### config.mk
export PLATFORM = sky130hd
export DESIGN_NAME = bridge_fault_monitor
export DESIGN_NICKNAME = d
export VERILOG_FILES = /design/src/pkg/bfm_pkg.sv /design/src/rtl/bridge_fault_monitor.sv /design/src/rtl/ds_qualifier.sv
export VERILOG_INCLUDE_DIRS = /design/src /design/src/pkg
export SDC_FILE = /design/constraint.sdc
export NUM_CORES = 1
export LEC_CHECK = 0
export BUFFER_PORTS_ARGS = -buffer_cell sky130_fd_sc_hd__buf_2
export CAP_MARGIN = 20
export CORE_MARGIN = 3
export CORE_UTILIZATION = 44
export DETAILED_ROUTE_END_ITERATION = 6
export PLACE_DENSITY = 0.65
export REMOVE_ABC_BUFFERS = 1
export SLEW_MARGIN = 20
export SYNTH_ARGS = -nofsm -noshare
export SYNTH_HDL_FRONTEND = slang
export SYNTH_SLANG_ARGS = --single-unit
### constraint.sdc
create_clock -name clk_i -period 3.1 [get_ports clk_i]
set_clock_uncertainty 0.1 [all_clocks]
set_input_delay 0.155 -clock clk_i [delete_from_list [all_inputs] [get_ports clk_i]]
set_output_delay 0.155 -clock clk_i [all_outputs]
set_load 0.005 [all_outputs]
### src/pkg/bfm_regs.svh
// register offsets, field positions, reset values and timing figures of the bridge fault monitor
// assumes a 125 MHz block clock and a word-wide register port with a 4-bit address
`ifndef BFM_REGS_SVH
`define BFM_REGS_SVH

`define BFM_ADDR_W          4
`define BFM_DATA_W          16

`define BFM_CTRL_OFS        4'h0
`define BFM_THRESH_OFS      4'h1
`define BFM_QUAL_OFS        4'h2
`define BFM_STATUS_OFS      4'h3
`define BFM_DIAG1_OFS       4'h4
`define BFM_DIAG2_OFS       4'h5

`define BFM_CTRL_WMASK      16'h001f
`define BFM_CTRL_RST        16'h0000
`define BFM_THRESH_RST      16'h1010
`define BFM_QUAL_RST        16'h0010

`define BFM_THRESH_HI_LSB   0
`define BFM_THRESH_LO_LSB   8
`define BFM_CODE_W          6

`define BFM_DIAG2_OL_BIT    0
`define BFM_DIAG2_BS_LSB    1

`define BFM_CLK_PERIOD_NS   8
`define BFM_OL_TIMEOUT_MS   100
`define BFM_OL_TIMEOUT_CYC  (`BFM_OL_TIMEOUT_MS * 1000000 / `BFM_CLK_PERIOD_NS)
`define BFM_BS_TIMEOUT_US   200
`define BFM_BS_TIMEOUT_CYC  (`BFM_BS_TIMEOUT_US * 1000 / `BFM_CLK_PERIOD_NS)
`define BFM_QUAL_LSB_NS     100
`define BFM_QUAL_CNT_W      10

`define BFM_PIN_RST         16'h8000

`endif

### src/pkg/bfm_pkg.sv
// types used by the bridge fault monitor; its qualifier uses none of them
// assumes nothing beyond the constants header
package bfm_pkg;

	typedef struct packed {
		logic [10:0] rsvd;
		logic        bootstrap_monitor_mask;
		logic        open_load_current_select;
		logic        qualifier_mode_select;
		logic        stop_on_fault;
		logic        charge_manager_disable;
	} ctrl_s;

	// gate and comparator index: 0 a low, 1 a high, 2 b low, 3 b high
	typedef struct packed {
		logic       reset_pin_active_low;
		logic       ol_cmp;
		logic [1:0] bs_uv;
		logic [1:0] bs_below_off;
		logic [1:0] bs_above_on;
		logic [3:0] ds_cmp;
		logic [3:0] cmd;
	} pin_s;

	typedef enum logic [1:0] {
		BS_IDLE   = 2'b00,
		BS_CHARGE = 2'b01,
		BS_READY  = 2'b10
	} bs_phase_e;

endpackage

### src/rtl/bridge_fault_monitor.sv
// bridge fault monitor: open-load timer, bootstrap manager, drain-source fault qualifier and latches
// assumes pins arrive asynchronously; register port is synchronous to clk_i
//
// Summary of operation
// - off-state phase difference timeout sets open-load
// - leaving off-state early resets open-load timer
// - fault flag drops, open-load bit stays
// - charge manager on by default, disable bit
// - defer high side, charge via low side
// - recharge when bootstrap drops below turn-off
// - recharge timeout makes undervoltage valid
// - unmanaged undervoltage valid at once
// - stop-on-fault off: latch, force affected off
// - latch clears by pin, reset, switch-on
// - bootstrap bits clear on diag2 read
// - stop-on-fault on: all off, pin clears
// - mask bit disables bootstrap monitoring
// - two six-bit drain-source threshold codes
// - qualifier time is code times 100ns
// - mode bit selects debounce or blanking
// - debounce timer reaching qualifier time sets bit
// - blanking ignores comparator after turn-on
// - drain-source latch, affected off, clear sources
// - persisting fault re-detected each switch-on
// - drain-source bits clear on diag1 read
// - stop-on-fault on: all off, read clears
//
// The register addresses and the strobed register port were left to the implementer.
`timescale 1ns/1ns
`include "bfm_regs.svh"
module bridge_fault_monitor #(
	parameter int OL_TIMEOUT_CYC = `BFM_OL_TIMEOUT_CYC,
	parameter int BS_TIMEOUT_CYC = `BFM_BS_TIMEOUT_CYC
) (
	input  wire logic                    clk_i,
	input  wire logic                    reset_n_i,
	input  wire logic [`BFM_ADDR_W-1:0]  addr_i,
	input  wire logic [`BFM_DATA_W-1:0]  wr_data_i,
	input  wire logic                    wr_i,
	input  wire logic                    rd_i,
	output logic      [`BFM_DATA_W-1:0]  rd_data_o,
	input  wire logic [3:0]              gate_cmd_i,
	input  wire logic [3:0]              ds_cmp_i,
	input  wire logic [1:0]              bs_above_on_i,
	input  wire logic [1:0]              bs_below_off_i,
	input  wire logic [1:0]              bs_uv_i,
	input  wire logic                    ol_cmp_i,
	input  wire logic                    reset_pin_active_low_i,
	output logic      [3:0]              gate_drive_o,
	output logic                         fault_flag_o,
	output logic      [`BFM_CODE_W-1:0]  high_side_threshold_code_o,
	output logic      [`BFM_CODE_W-1:0]  low_side_threshold_code_o,
	output logic                         open_load_current_select_o
);
	localparam int PIN_W = $bits(bfm_pkg::pin_s);
	localparam int OL_W  = $clog2(OL_TIMEOUT_CYC + 1);
	localparam int BS_W  = $clog2(BS_TIMEOUT_CYC + 1);
	localparam int QW    = `BFM_QUAL_CNT_W;

	if (OL_TIMEOUT_CYC < 2 || BS_TIMEOUT_CYC < 2) begin : g_bad_timeout
		$error("timeout parameters must be at least 2 cycles");
	end

	logic [PIN_W-1:0]        sync1_ff, sync2_ff, sync3_ff, sync_ff;
	bfm_pkg::pin_s           pin;
	bfm_pkg::ctrl_s          ctrl_ff;
	logic [`BFM_DATA_W-1:0]  thresh_ff, qual_ff, rd_data_ff;
	logic [QW-1:0]           qual_cyc_ff;
	logic [3:0]              gate_drive_ff, nxt_gate_drive, cmd_prev_ff, cmd_rise;
	logic [3:0]              ds_valid, ds_state_ff, ds_bit_ff;
	logic [1:0]              bs_valid, bs_state_ff, bs_bit_ff, bs_timeout;
	bfm_pkg::bs_phase_e      bs_phase_ff [2];
	logic [BS_W-1:0]         bs_cnt_ff [2];
	logic                    all_off_ds_ff, all_off_bs_ff, ol_active_ff, ol_bit_ff, fault_flag_ff;
	logic [OL_W-1:0]         ol_cnt_ff;
	logic                    off_state, ol_hit, pin_rst, diag1_rd, diag2_rd, managed, blocked_all;

	function automatic logic [QW-1:0] qual_cycles(input logic [`BFM_CODE_W-1:0] code);
		logic [15:0] t;
		t = 16'(code) * 16'(`BFM_QUAL_LSB_NS) + 16'(`BFM_CLK_PERIOD_NS - 1);
		t = t / 16'(`BFM_CLK_PERIOD_NS);
		if (t == 16'h0000) begin
			t = 16'h0001;
		end
		return t[QW-1:0];
	endfunction

	function automatic logic hit(input logic [`BFM_ADDR_W-1:0] a, input logic [`BFM_ADDR_W-1:0] ofs);
		return a == ofs;
	endfunction

	// pin synchroniser: a change counts once stages two and three agree
	always_ff @(posedge clk_i) begin
		if (!reset_n_i) begin
			sync1_ff <= `BFM_PIN_RST;
			sync2_ff <= `BFM_PIN_RST;
			sync3_ff <= `BFM_PIN_RST;
			sync_ff  <= `BFM_PIN_RST;
		end else begin
			sync1_ff <= {reset_pin_active_low_i, ol_cmp_i, bs_uv_i, bs_below_off_i, bs_above_on_i,
			             ds_cmp_i, gate_cmd_i};
			sync2_ff <= sync1_ff;
			sync3_ff <= sync2_ff;
			sync_ff  <= (sync2_ff & sync3_ff) | (sync_ff & (sync2_ff ^ sync3_ff));
		end
	end

	assign pin         = bfm_pkg::pin_s'(sync_ff);
	assign pin_rst     = !pin.reset_pin_active_low;
	assign diag1_rd    = rd_i && hit(addr_i, `BFM_DIAG1_OFS);
	assign diag2_rd    = rd_i && hit(addr_i, `BFM_DIAG2_OFS);
	assign managed     = !ctrl_ff.charge_manager_disable && !ctrl_ff.bootstrap_monitor_mask;
	assign blocked_all = all_off_ds_ff || all_off_bs_ff;
	assign cmd_rise    = pin.cmd & ~cmd_prev_ff;

	// configuration registers
	always_ff @(posedge clk_i) begin
		if (!reset_n_i) begin
			ctrl_ff   <= bfm_pkg::ctrl_s'(`BFM_CTRL_RST);
			thresh_ff <= `BFM_THRESH_RST;
			qual_ff   <= `BFM_QUAL_RST;
		end else if (wr_i) begin
			if (hit(addr_i, `BFM_CTRL_OFS)) begin
				ctrl_ff <= bfm_pkg::ctrl_s'(wr_data_i & `BFM_CTRL_WMASK);
			end else if (hit(addr_i, `BFM_THRESH_OFS)) begin
				thresh_ff <= {2'h0, wr_data_i[13:8], 2'h0, wr_data_i[5:0]};
			end else if (hit(addr_i, `BFM_QUAL_OFS)) begin
				qual_ff <= {10'h000, wr_data_i[5:0]};
			end
		end
	end

	always_ff @(posedge clk_i) begin
		if (!reset_n_i) begin
			qual_cyc_ff <= qual_cycles(`BFM_CODE_W'(`BFM_QUAL_RST));
		end else begin
			qual_cyc_ff <= qual_cycles(qual_ff[`BFM_CODE_W-1:0]);
		end
	end

	// read port: data stand in the cycle after the strobe
	always_ff @(posedge clk_i) begin
		if (!reset_n_i) begin
			rd_data_ff <= '0;
		end else if (rd_i) begin
			if (hit(addr_i, `BFM_CTRL_OFS)) begin
				rd_data_ff <= ctrl_ff;
			end else if (hit(addr_i, `BFM_THRESH_OFS)) begin
				rd_data_ff <= thresh_ff;
			end else if (hit(addr_i, `BFM_QUAL_OFS)) begin
				rd_data_ff <= qual_ff;
			end else if (hit(addr_i, `BFM_STATUS_OFS)) begin
				rd_data_ff <= {2'h0, bs_phase_ff[1] == bfm_pkg::BS_CHARGE, bs_phase_ff[0] == bfm_pkg::BS_CHARGE,
				               gate_drive_ff, ol_active_ff, blocked_all, bs_state_ff, ds_state_ff};
			end else if (hit(addr_i, `BFM_DIAG1_OFS)) begin
				rd_data_ff <= {12'h000, ds_bit_ff};
			end else if (hit(addr_i, `BFM_DIAG2_OFS)) begin
				rd_data_ff <= {13'h0000, bs_bit_ff, ol_bit_ff};
			end else begin
				rd_data_ff <= '0;
			end
		end else begin
			rd_data_ff <= '0;
		end
	end

	// bootstrap manager, one per phase; high side index 2p+1, low side 2p
	for (genvar p = 0; p < 2; p++) begin : g_bs
		logic hi_req;
		assign hi_req        = pin.cmd[2*p+1] && !bs_state_ff[p] && !ds_state_ff[2*p+1] && !blocked_all;
		assign bs_timeout[p] = (bs_phase_ff[p] == bfm_pkg::BS_CHARGE) && (bs_cnt_ff[p] == BS_W'(BS_TIMEOUT_CYC - 1));
		always_ff @(posedge clk_i) begin
			if (!reset_n_i) begin
				bs_phase_ff[p] <= bfm_pkg::BS_IDLE;
			end else begin
				case (bs_phase_ff[p])
					bfm_pkg::BS_IDLE: begin
						if (managed && hi_req) begin
							bs_phase_ff[p] <= pin.bs_above_on[p] ? bfm_pkg::BS_READY : bfm_pkg::BS_CHARGE;
						end
					end
					bfm_pkg::BS_CHARGE: begin
						if (!managed || !hi_req || bs_timeout[p]) begin
							bs_phase_ff[p] <= bfm_pkg::BS_IDLE;
						end else if (pin.bs_above_on[p]) begin
							bs_phase_ff[p] <= bfm_pkg::BS_READY;
						end
					end
					bfm_pkg::BS_READY: begin
						if (!managed || !hi_req) begin
							bs_phase_ff[p] <= bfm_pkg::BS_IDLE;
						end else if (pin.bs_below_off[p]) begin
							bs_phase_ff[p] <= bfm_pkg::BS_CHARGE;
						end
					end
					default: begin
						bs_phase_ff[p] <= bfm_pkg::BS_IDLE;
					end
				endcase
			end
		end
		always_ff @(posedge clk_i) begin
			if (!reset_n_i || bs_phase_ff[p] != bfm_pkg::BS_CHARGE || bs_timeout[p]) begin
				bs_cnt_ff[p] <= '0;
			end else begin
				bs_cnt_ff[p] <= bs_cnt_ff[p] + 1'b1;
			end
		end
		assign bs_valid[p] = !ctrl_ff.bootstrap_monitor_mask &&
		                     (managed ? (bs_timeout[p] && !pin.bs_above_on[p])
		                              : (pin.bs_uv[p] && pin.cmd[2*p+1] && !bs_state_ff[p]));
	end

	// gate drive: fault states force off the affected mosfet or the whole bridge
	always_comb begin
		nxt_gate_drive = 4'h0;
		for (int p = 0; p < 2; p++) begin
			if (pin.cmd[2*p+1] && !bs_state_ff[p] && !bs_valid[p] && !ds_state_ff[2*p+1] &&
			    (!managed || bs_phase_ff[p] == bfm_pkg::BS_READY)) begin
				nxt_gate_drive[2*p+1] = 1'b1;
			end else if ((pin.cmd[2*p] || bs_phase_ff[p] == bfm_pkg::BS_CHARGE) && !ds_state_ff[2*p]) begin
				nxt_gate_drive[2*p] = 1'b1;
			end
		end
		if (blocked_all) begin
			nxt_gate_drive = 4'h0;
		end
	end

	always_ff @(posedge clk_i) begin
		if (!reset_n_i) begin
			gate_drive_ff <= 4'h0;
			cmd_prev_ff   <= 4'h0;
		end else begin
			gate_drive_ff <= nxt_gate_drive;
			cmd_prev_ff   <= pin.cmd;
		end
	end

	// drain-source qualifiers, one per mosfet
	for (genvar i = 0; i < 4; i++) begin : g_ds
		ds_qualifier #(
			.CNT_W        (QW)
		) u_qual (
			.clk_i        (clk_i),
			.reset_n_i    (reset_n_i),
			.gate_on_i    (gate_drive_ff[i]),
			.cmp_fault_i  (pin.ds_cmp[i]),
			.blank_mode_i (ctrl_ff.qualifier_mode_select),
			.qual_cyc_i   (qual_cyc_ff),
			.valid_o      (ds_valid[i])
		);
	end

	// fault state latches; a new fault wins over any clear in the same cycle
	always_ff @(posedge clk_i) begin
		if (!reset_n_i) begin
			ds_state_ff   <= 4'h0;
			bs_state_ff   <= 2'h0;
			all_off_ds_ff <= 1'b0;
			all_off_bs_ff <= 1'b0;
		end else begin
			ds_state_ff   <= (ds_valid & {4{!ctrl_ff.stop_on_fault}}) |
			                 (ds_state_ff & ~({4{pin_rst || diag1_rd}} | cmd_rise));
			bs_state_ff   <= (bs_valid & {2{!ctrl_ff.stop_on_fault}}) |
			                 (bs_state_ff & ~({2{pin_rst}} | {cmd_rise[3], cmd_rise[1]}));
			all_off_ds_ff <= (|ds_valid && ctrl_ff.stop_on_fault) || (all_off_ds_ff && !pin_rst && !diag1_rd);
			all_off_bs_ff <= (|bs_valid && ctrl_ff.stop_on_fault) || (all_off_bs_ff && !pin_rst);
		end
	end

	// diagnostic bits clear only on their word's read
	always_ff @(posedge clk_i) begin
		if (!reset_n_i) begin
			ds_bit_ff <= 4'h0;
			bs_bit_ff <= 2'h0;
			ol_bit_ff <= 1'b0;
		end else begin
			ds_bit_ff <= ds_valid | (ds_bit_ff & {4{!diag1_rd}});
			bs_bit_ff <= bs_valid | (bs_bit_ff & {2{!diag2_rd}});
			ol_bit_ff <= ol_hit | (ol_bit_ff && !diag2_rd);
		end
	end

	// off-state open-load timer
	assign off_state = (gate_drive_ff == 4'h0);
	assign ol_hit    = off_state && pin.ol_cmp && (ol_cnt_ff == OL_W'(OL_TIMEOUT_CYC - 1));

	always_ff @(posedge clk_i) begin
		if (!reset_n_i || !off_state || !pin.ol_cmp) begin
			ol_cnt_ff <= '0;
		end else if (ol_cnt_ff != OL_W'(OL_TIMEOUT_CYC)) begin
			ol_cnt_ff <= ol_cnt_ff + 1'b1;
		end
	end

	always_ff @(posedge clk_i) begin
		if (!reset_n_i) begin
			ol_active_ff <= 1'b0;
		end else begin
			ol_active_ff <= ol_hit || (ol_active_ff && off_state && pin.ol_cmp);
		end
	end

	always_ff @(posedge clk_i) begin
		if (!reset_n_i) begin
			fault_flag_ff <= 1'b0;
		end else begin
			fault_flag_ff <= |ds_state_ff || |bs_state_ff || blocked_all || ol_active_ff;
		end
	end

	assign rd_data_o                  = rd_data_ff;
	assign gate_drive_o               = gate_drive_ff;
	assign fault_flag_o               = fault_flag_ff;
	assign high_side_threshold_code_o = thresh_ff[`BFM_THRESH_HI_LSB +: `BFM_CODE_W];
	assign low_side_threshold_code_o  = thresh_ff[`BFM_THRESH_LO_LSB +: `BFM_CODE_W];
	assign open_load_current_select_o = ctrl_ff.open_load_current_select;
endmodule

### src/rtl/ds_qualifier.sv
// drain-source fault qualifier for one mosfet: debounce or blanking timer
// assumes synchronised comparator input and the registered gate drive of its mosfet
`timescale 1ns/1ns
module ds_qualifier #(
	parameter int CNT_W = 10
) (
	input  wire logic             clk_i,
	input  wire logic             reset_n_i,
	input  wire logic             gate_on_i,
	input  wire logic             cmp_fault_i,
	input  wire logic             blank_mode_i,
	input  wire logic [CNT_W-1:0] qual_cyc_i,
	output logic                  valid_o
);
	logic [CNT_W-1:0] cnt_ff;
	logic             done;

	if (CNT_W < 1) begin : g_bad_width
		$error("counter width must be at least 1");
	end

	// debounce restarts on a clean comparator, blanking runs from gate turn-on
	always_ff @(posedge clk_i) begin
		if (!reset_n_i) begin
			cnt_ff <= '0;
		end else if (!gate_on_i || (!blank_mode_i && !cmp_fault_i)) begin
			cnt_ff <= '0;
		end else if (cnt_ff != qual_cyc_i) begin
			cnt_ff <= cnt_ff + 1'b1;
		end
	end

	assign done    = (cnt_ff == qual_cyc_i);
	assign valid_o = done && gate_on_i && cmp_fault_i;

endmodule

# Word level (Yosys, flattened, before mapping)
# Memory sizes are Yosys's and may differ from the RTL's.
# Index checks and enable logic that the tools add are counted.
[op_classes]
n_mul = 1
n_lt_le_gt_ge = 0
div_mod_pow = 0
n_reduce_logical = 135
shifts = 0
mux = 86
eq_ne = 23
bitwise_logic = 39
n_addsub = 8
[ops]
columns = ["operator", "count"]
rows = [
  ["1-bit two-way mux", 63],
  ["1-bit logical AND", 51],
  ["14-bit two-way mux", 3],
  ["10-bit by 1-bit adder with 10-bit output, second input constant", 4],
  ["10-bit equality test", 4],
  ["10-bit != test", 4],
  ["16-bit AND", 2],
  ["1-bit logical NOT", 32],
  ["15-bit by 1-bit adder with 15-bit output, second input constant", 2],
  ["15-bit equality test, second input constant", 2],
  ["15-bit two-way mux", 2],
  ["2-bit two-way mux", 14],
  ["1-bit logical OR", 26],
  ["24-bit by 1-bit adder with 24-bit output, second input constant", 1],
  ["24-bit equality test, second input constant", 1],
  ["24-bit != test, second input constant", 1],
  ["2-bit OR reduction", 9],
  ["4-bit AND", 4],
  ["16-bit logical NOT", 1],
  ["16-bit OR", 1],
  ["16-bit bitwise XOR", 1],
  ["1-bit OR", 15],
  ["13-bit by 3-bit adder with 14-bit output, second input constant", 1],
  ["4-bit OR", 3],
  ["other kinds (24)", 45],
]
[totals]
output_inout_bits = 34
mem_bits_ro = 0
register_bits = 202
latch_bits = 0
ramBits = 34
memories = 2
inputBits = 40
[memory_table]
columns = ["name", "words", "word_bits", "rd", "rd_clocked_by_memory_dff", "wr", "line", "rtl"]
rows = [
  ["bs_cnt_ff", 2, 15, 2, 0, 2, "bridge_fault_monitor.sv:73", "logic [BS_W-1:0] bs_cnt_ff [2];"],
  ["bs_phase_ff", 2, 2, 2, 0, 2, "bridge_fault_monitor.sv:72", "bfm_pkg::bs_phase_e bs_phase_ff [2];"],
]

# Logic depth before layout (Yosys ltp)
[logic_depth]
word_depth = 16
depth_mapped = 12
mapped_depth_nobuf = 12

# Modules after synthesis
# Synthesis repeated with hierarchy kept, for this count alone.
[unflattened]
hier_cells = 1141
hier_area_um2 = 10522.6
[by_module_without_submodules]
columns = ["module", "n_inst", "cells_each", "area_per_inst_um2", "seq_area_each_um2"]
rows = [
  ["bridge_fault_monitor", 1, 869, 8100.3, 3923.8],
  ["ds_qualifier", 4, 68, 605.6, 200.2],
]

# Worst setup path before layout
# Ideal clock, no wire load.
[synth_timing]
path_type = "register to register"
start = "register qual_ff[1]"
end = "register qual_cyc_ff[0]"
period_less_slack_ns = 3.099
path_stages_with_launch = 10
n_path_buf = 0
setup_slack_ns = 0.001
arrival_ns = 2.898
path_cell_list = "dfxtp_1 > ha_1 > ha_1 > ha_1 > fa_1 > nand3_1 > nor3b_1 > nand3_1 > mux2_2 > o41ai_1"
[synth_between]
elab_chain_len = 4
[synth_rtl]
columns = ["item", "line", "rtl"]
rows = [
  ["from (decl)", "bridge_fault_monitor.sv:67", "logic [`BFM_DATA_W-1:0] thresh_ff, qual_ff, rd_data_ff;"],
  ["from (signal assigned)", "bridge_fault_monitor.sv:121", "qual_ff <= `BFM_QUAL_RST;"],
  ["from (signal assigned)", "bridge_fault_monitor.sv:128", "qual_ff <= {10'h000, wr_data_i[5:0]};"],
  ["6-bit by 5-bit multiplier with 11-bit output *", "bridge_fault_monitor.sv:80", "t = 16'(code) * 16'(`BFM_QUAL_LSB_NS) + 16'(`BFM_CLK_PERIOD_NS - 1);"],
  ["13-bit by 3-bit adder with 14-bit output *", "bridge_fault_monitor.sv:80", ""],
  ["16-bit logical NOT", "bridge_fault_monitor.sv:82", "if (t == 16'h0000) begin"],
  ["8-bit two-way mux *", "bridge_fault_monitor.sv:82", ""],
  ["to (signal assigned)", "bridge_fault_monitor.sv:135", "qual_cyc_ff <= qual_cycles(`BFM_CODE_W'(`BFM_QUAL_RST));"],
  ["to (signal assigned)", "bridge_fault_monitor.sv:137", "qual_cyc_ff <= qual_cycles(qual_ff[`BFM_CODE_W-1:0]);"],
  ["to (decl)", "bridge_fault_monitor.sv:68", "logic [QW-1:0] qual_cyc_ff;"],
]
# Mark *: on every way between the ends. The rest lies on a longest branch, timed or not.
# A chain may end at the register's enable or synchronous reset.

# Final worst setup path
[layout_timing]
start = "register qual_ff[3]"
end = "register qual_cyc_ff[0]"
[layout_between]
elab_chain_len = 4
[layout_rtl]
columns = ["item", "line"]
rows = [
  ["6-bit by 5-bit multiplier with 11-bit output", "bridge_fault_monitor.sv:80"],
  ["13-bit by 3-bit adder with 14-bit output", "bridge_fault_monitor.sv:80"],
  ["16-bit logical NOT", "bridge_fault_monitor.sv:82"],
  ["8-bit two-way mux", "bridge_fault_monitor.sv:82"],
]
# No other way between the ends.

==> results.md <==
Outcome:
- The flow ran to the end, and the final reports show no timing, DRC or antenna violations.

Critical path:
- The critical path contains buffers and inverters numbering 4 combined.
- The first element of the critical path is qual_ff[3].
- On the worst path, the slowest cell contributes a delay of 0.31 ns.
- The startpoint identified for the worst register-to-register timing path is qual_ff[3].
- The arrival time reported for the critical path endpoint is 3.34 ns.
- In this run the number of cells on the critical path is 13.
- The setup path with the least slack is of type reg -> reg.
- The slowest stage of the critical path is the sky130_fd_sc_hd__dfxtp_1 cell.
- The endpoint required time on the critical path is 3.43 ns.
- The internal reg-to-reg setup slack is 0.09 ns.
- Of all nets on the critical path, the largest fanout is 4.
- The number of cells on the worst reg-to-reg path is 13.
- The sort of element at the end of the critical path is a flop.
- The category of cells accounting for the largest share of critical-path delay is adder cells.
- The signal on the critical path passes through buf_4 > ha_1 > ha_1 > ha_2 > ha_1 > inv_2 > a21oi_2 > buf_4 > nor2_1 > buf_4 > xnor2_2 > nand4_1 > o41ai_2.
- The worst flop-to-flop path endpoint is qual_cyc_ff[0].
- The kind of start point of the critical path is a flop.

Route:
- The first routing iteration left 436 violations.
- In the final routed layout, each cell accounts on average for 14.7 microns.
- The final wirelength is 23.1 mm.
- The length of the first detailed-routing pass in iterations is 4.
- The final routed DRC violation total is 0.
- The final route contains 8,105 vias.
- The average via count per standard cell is 5.15.
- Once detail routing completed, the nets flagged for antenna violations numbered 0.

Timing:
- The worst path in the final design needs a cycle of 3.01 ns, including I/O delays and setup.
- After layout, the worst path uses 97.0% of the clock period.
- The final number of hold-violating endpoints is 0.
- The total count of max-transition violations in the final report came to 0.
- For the pin with the worst max-slew slack, the measured transition is 0.921 ns.
- The count of endpoints failing setup in the final report is 0.
- The maximum clock frequency is 0.333 GHz.
- The final setup TNS is 0 ns.
- The final worst setup slack is 0.0942 ns.
- The max-slew headroom at the worst pin is 38.4%.

Clock tree:
- The later pin in the worst-skew pair is clocked with a latency of 0.55 ns.
- TritonCTS built the clock tree.
- The clock-pin slew reported for the worst setup and hold paths after clock tree synthesis is 0.06 ns.
- In this run the clock root is driven by a sky130_fd_sc_hd__clkbuf_16.
- The maximum buffer depth of the clock tree is 3.
- The TritonCTS buffer count is 26.
- The clock drives 234 sinks.
- The level count of the clock H-tree is 1.

Synthesis:
- Summing the areas of all compound-gate instances in the mapped netlist gives 7.93% of the synthesized area.
- Yosys attributes the largest share of cell area to sky130_fd_sc_hd__dfxtp_1, sky130_fd_sc_hd__xnor2_1, sky130_fd_sc_hd__ha_1.
- Yosys instantiated no cell more often than sky130_fd_sc_hd__dfxtp_1.
- In this run the biggest area consumer among cell types represents 44.7% of the synthesized area.
- The share of the Yosys chip area taken by registers is 45.8%.
- The synthesized netlist contains 72 unique library cells.
- Of the total synthesized cell area, the portion taken by AND, OR, NAND and NOR gates is 24.6%.
- Sorting the synthesized cells by how often they occur yields sky130_fd_sc_hd__dfxtp_1, sky130_fd_sc_hd__nor2_1, sky130_fd_sc_hd__nand2_1, sky130_fd_sc_hd__xnor2_1, sky130_fd_sc_hd__a21oi_1.
- The synthesized area per cell is 9.12 sq um.
- In the synthesized netlist the async set-or-reset flop fraction comes to 0%.
- Summing every instance area after synthesis gives 10,300 sq um.
- The biggest area contributor in the post-synthesis netlist is sky130_fd_sc_hd__dfxtp_1.
- The most used flip-flop cell after synthesis is sky130_fd_sc_hd__dfxtp_1.
- The xor/xnor cell area share of the yosys netlist is 10.9%.
- The count of flip-flops with a built-in enable after synthesis is 4.
- The combinational family with the most area after synthesis is simple AND/OR/NAND/NOR gates.
- The number of instances in the synthesized netlist is 1,130.
- The flop and latch count out of synthesis is 234.
- The multiplexer share of the synthesized area is 1.81%.
- During synthesis, Yosys emitted a total of 0 warnings.
- The arithmetic-cell share of the synthesized area counting full adders, half adders and majority gates is 5.90%.

Pwr:
- The power density relative to cell area is 518 nW/um^2.
- The internal power component is 5.04 mW.
- The analysis attributes to net switching a power of 1.43 mW.
- The analysis attributes to cell leakage a power of 4.84 nW.
- The portion of total power attributed to combinational logic is 4.1%.
- The maximum ir drop on the vdd rail is 449 uV.
- The share of total power dissipated in sequential elements is 47.7%.
- Net switching is 22.1% of the power.
- In this run, the clock network consumes 48.2% of the power.

Place:
- In this run, placement finished with an instance count of 1,491.
- Port buffering added 67 buffers.
- Before CTS, the worst setup slack after placement is -0.130 ns.
- The placer's final routability congestion estimate is 0.841.
- Detailed placement finished with a half-perimeter wire length of 16.1 mm.
- The instance area at placement is 11,000 sq um.

Layout:
- Summing all multi-input logic gate instances after layout gives 5490 sq um.
- For this run, the share of the core covered by cells in the final layout is 54.7%.
- The count of antenna diodes in the layout is 0.
- The total number of nets in the final design is 1,331.
- The layout has 2,080 filler cells.
- The fraction of layout instances using a drive strength above 1 is 14.9%.
- The final instance count without filler cells is 1,574.
- After routing the design area is 12,500 sq um.
- Across the whole layout, storage elements account for 4730 sq um.
- The post-synthesis to final-layout area growth is 21.2%.

Floorplanning:
- The die covers 25,300 sq um.
- The starting density of the core is 45.1%.
- The die boundary height is 159 microns.
- After floorplanning, the core was divided into 55 placement rows.
- In this run the standard cell core region covers 22,800 sq um.
- During I/O placement, the number of pins put on the boundary was 74.
- Measured along the x axis, the die boundary spans 159 microns.

Min path:
- The worst hold path passes through 5 cells.
- The startpoint identified for the worst hold timing path is addr_i[1].
- The min-delay analysis places its worst path in the category in -> reg.
- For hold timing, the worst endpoint is rd_data_o[0].

Global route:
- The total overflow left after global routing is 0.
- The first global-routing pass estimated 38.7 mm of wire.
- Entering global routing, the biggest net connects 28 pins.
- The all-layer global routing usage is 17.9%.
- The initial antenna violation count is 0.
- The number of global-route vias before repair is 7,727.

Run:
- Max-cap violations in this run came to 0.
power by group through the flow:
| stage | registers, mW | logic (mW) | clock network [mW] |
|---|---|---|---|
| finish | 3.09 | 0.263 | 3.12 |
| global route | 3.09 | 0.295 | 3.33 |
| CTS | 3.09 | 0.257 | 3.21 |
| detailed placement | 3.16 | 0.218 | 0 |
| global placement | 3.15 | 0.216 | 0 |
| floorplan | 3.15 | 0.116 | 0 |
timing repair:
action,CTS,global route
setup buffers,1,1
hold endpoints to repair,49,0
gates resized for setup,12,19
endpoints found under the setup margin,2,3
pin swaps,3,10
hold buffers,35,0
through the flow:
step / total power, mW / hold slack, ns
final: 6.48 / 0.0860
after global routing: 6.72 / 0.109
after CTS: 6.56 / 0.0666
after detailed placement: 3.37 / 0.248
after global placement: 3.37 / 0.242
after floorplan: 3.26 / 0.117
metal layers:
metal | vias to the layer above | routed length, microns | part of all wire, % | track usage, %
li1 | 4065 | - | - | -
met1 | 3819 | 10500 | 46 | 23.7
met2 | 167 | 10900 | 47 | 30.2
met3 | 54 | 1020 | 4.4 | 3.02
met4 | 0 | 600 | 2.6 | 5.21
met5 | - | 0 | 0 | 0
worst reg2reg max path, delay by kind of cell, from the launching register on:
kind / cells / cell delay, ns
fa+ha+maj: 4 / 1.17
buf+inv: 4 / 0.49
compound gates: 2 / 0.47
xor+xnor: 1 / 0.16
simple gates: 2 / 0.18
flops: 1 / 0.31
sequential cells by signal, indices dropped and copies added, names as in the netlist, 14 cells and up:
register and count:
sync2_ff 16, bs_cnt_ff 30, sync1_ff 16, g_ds.u_qual.cnt_ff 40, sync3_ff 16, pin 16
rd_data_o 14, ol_cnt_ff 24
cell usage in the layout (no fill, tap or decap), drive strengths merged, types with 21 or more instances in the layout:
master and n:
nand3 51, xnor2 75, clkbuf 31, dfxtp 230, buf 96, and2 60
nand4 21, inv 27, a21oi 64, and3 22, xor2 51, ha 47
nor2 156, dlygate4sd3 35, nand2 92
how the worst max path moves through the flow:
| stage | end |
|---|---|
| 2_1_floorplan | qual_cyc_ff[0] |
| 3_3_place_gp | qual_cyc_ff[0] |
| 3_5_place_dp | qual_cyc_ff[0] |
| 4_1_cts | qual_cyc_ff[0] |
| 5_1_grt | qual_cyc_ff[0] |
| 6_report | qual_cyc_ff[0] |
cell type report:
type | instances | share of cell area [%]
tap | 313 | 3.13
clock buffer | 31 | 5.52
timing repair buffer | 131 | 7.23
clock inverter | 15 | 1.60
sequential | 234 | 37.8
multi-input combinational | 825 | 43.9
inverter | 25 | 0.751
cell families (layout without fill, tap and decap cells):
kind of cell,Yosys count,after routing
AOI/OAI and AO/OA,129,129
xor gates and xnor gates,127,127
adders and majority gates,48,48
buffers and inverters,72,202
DFF,234,234
muxes,18,18
other,1,2
and+or+nand+nor,501,501
Note: power is estimated with default switching activity, not from simulation.
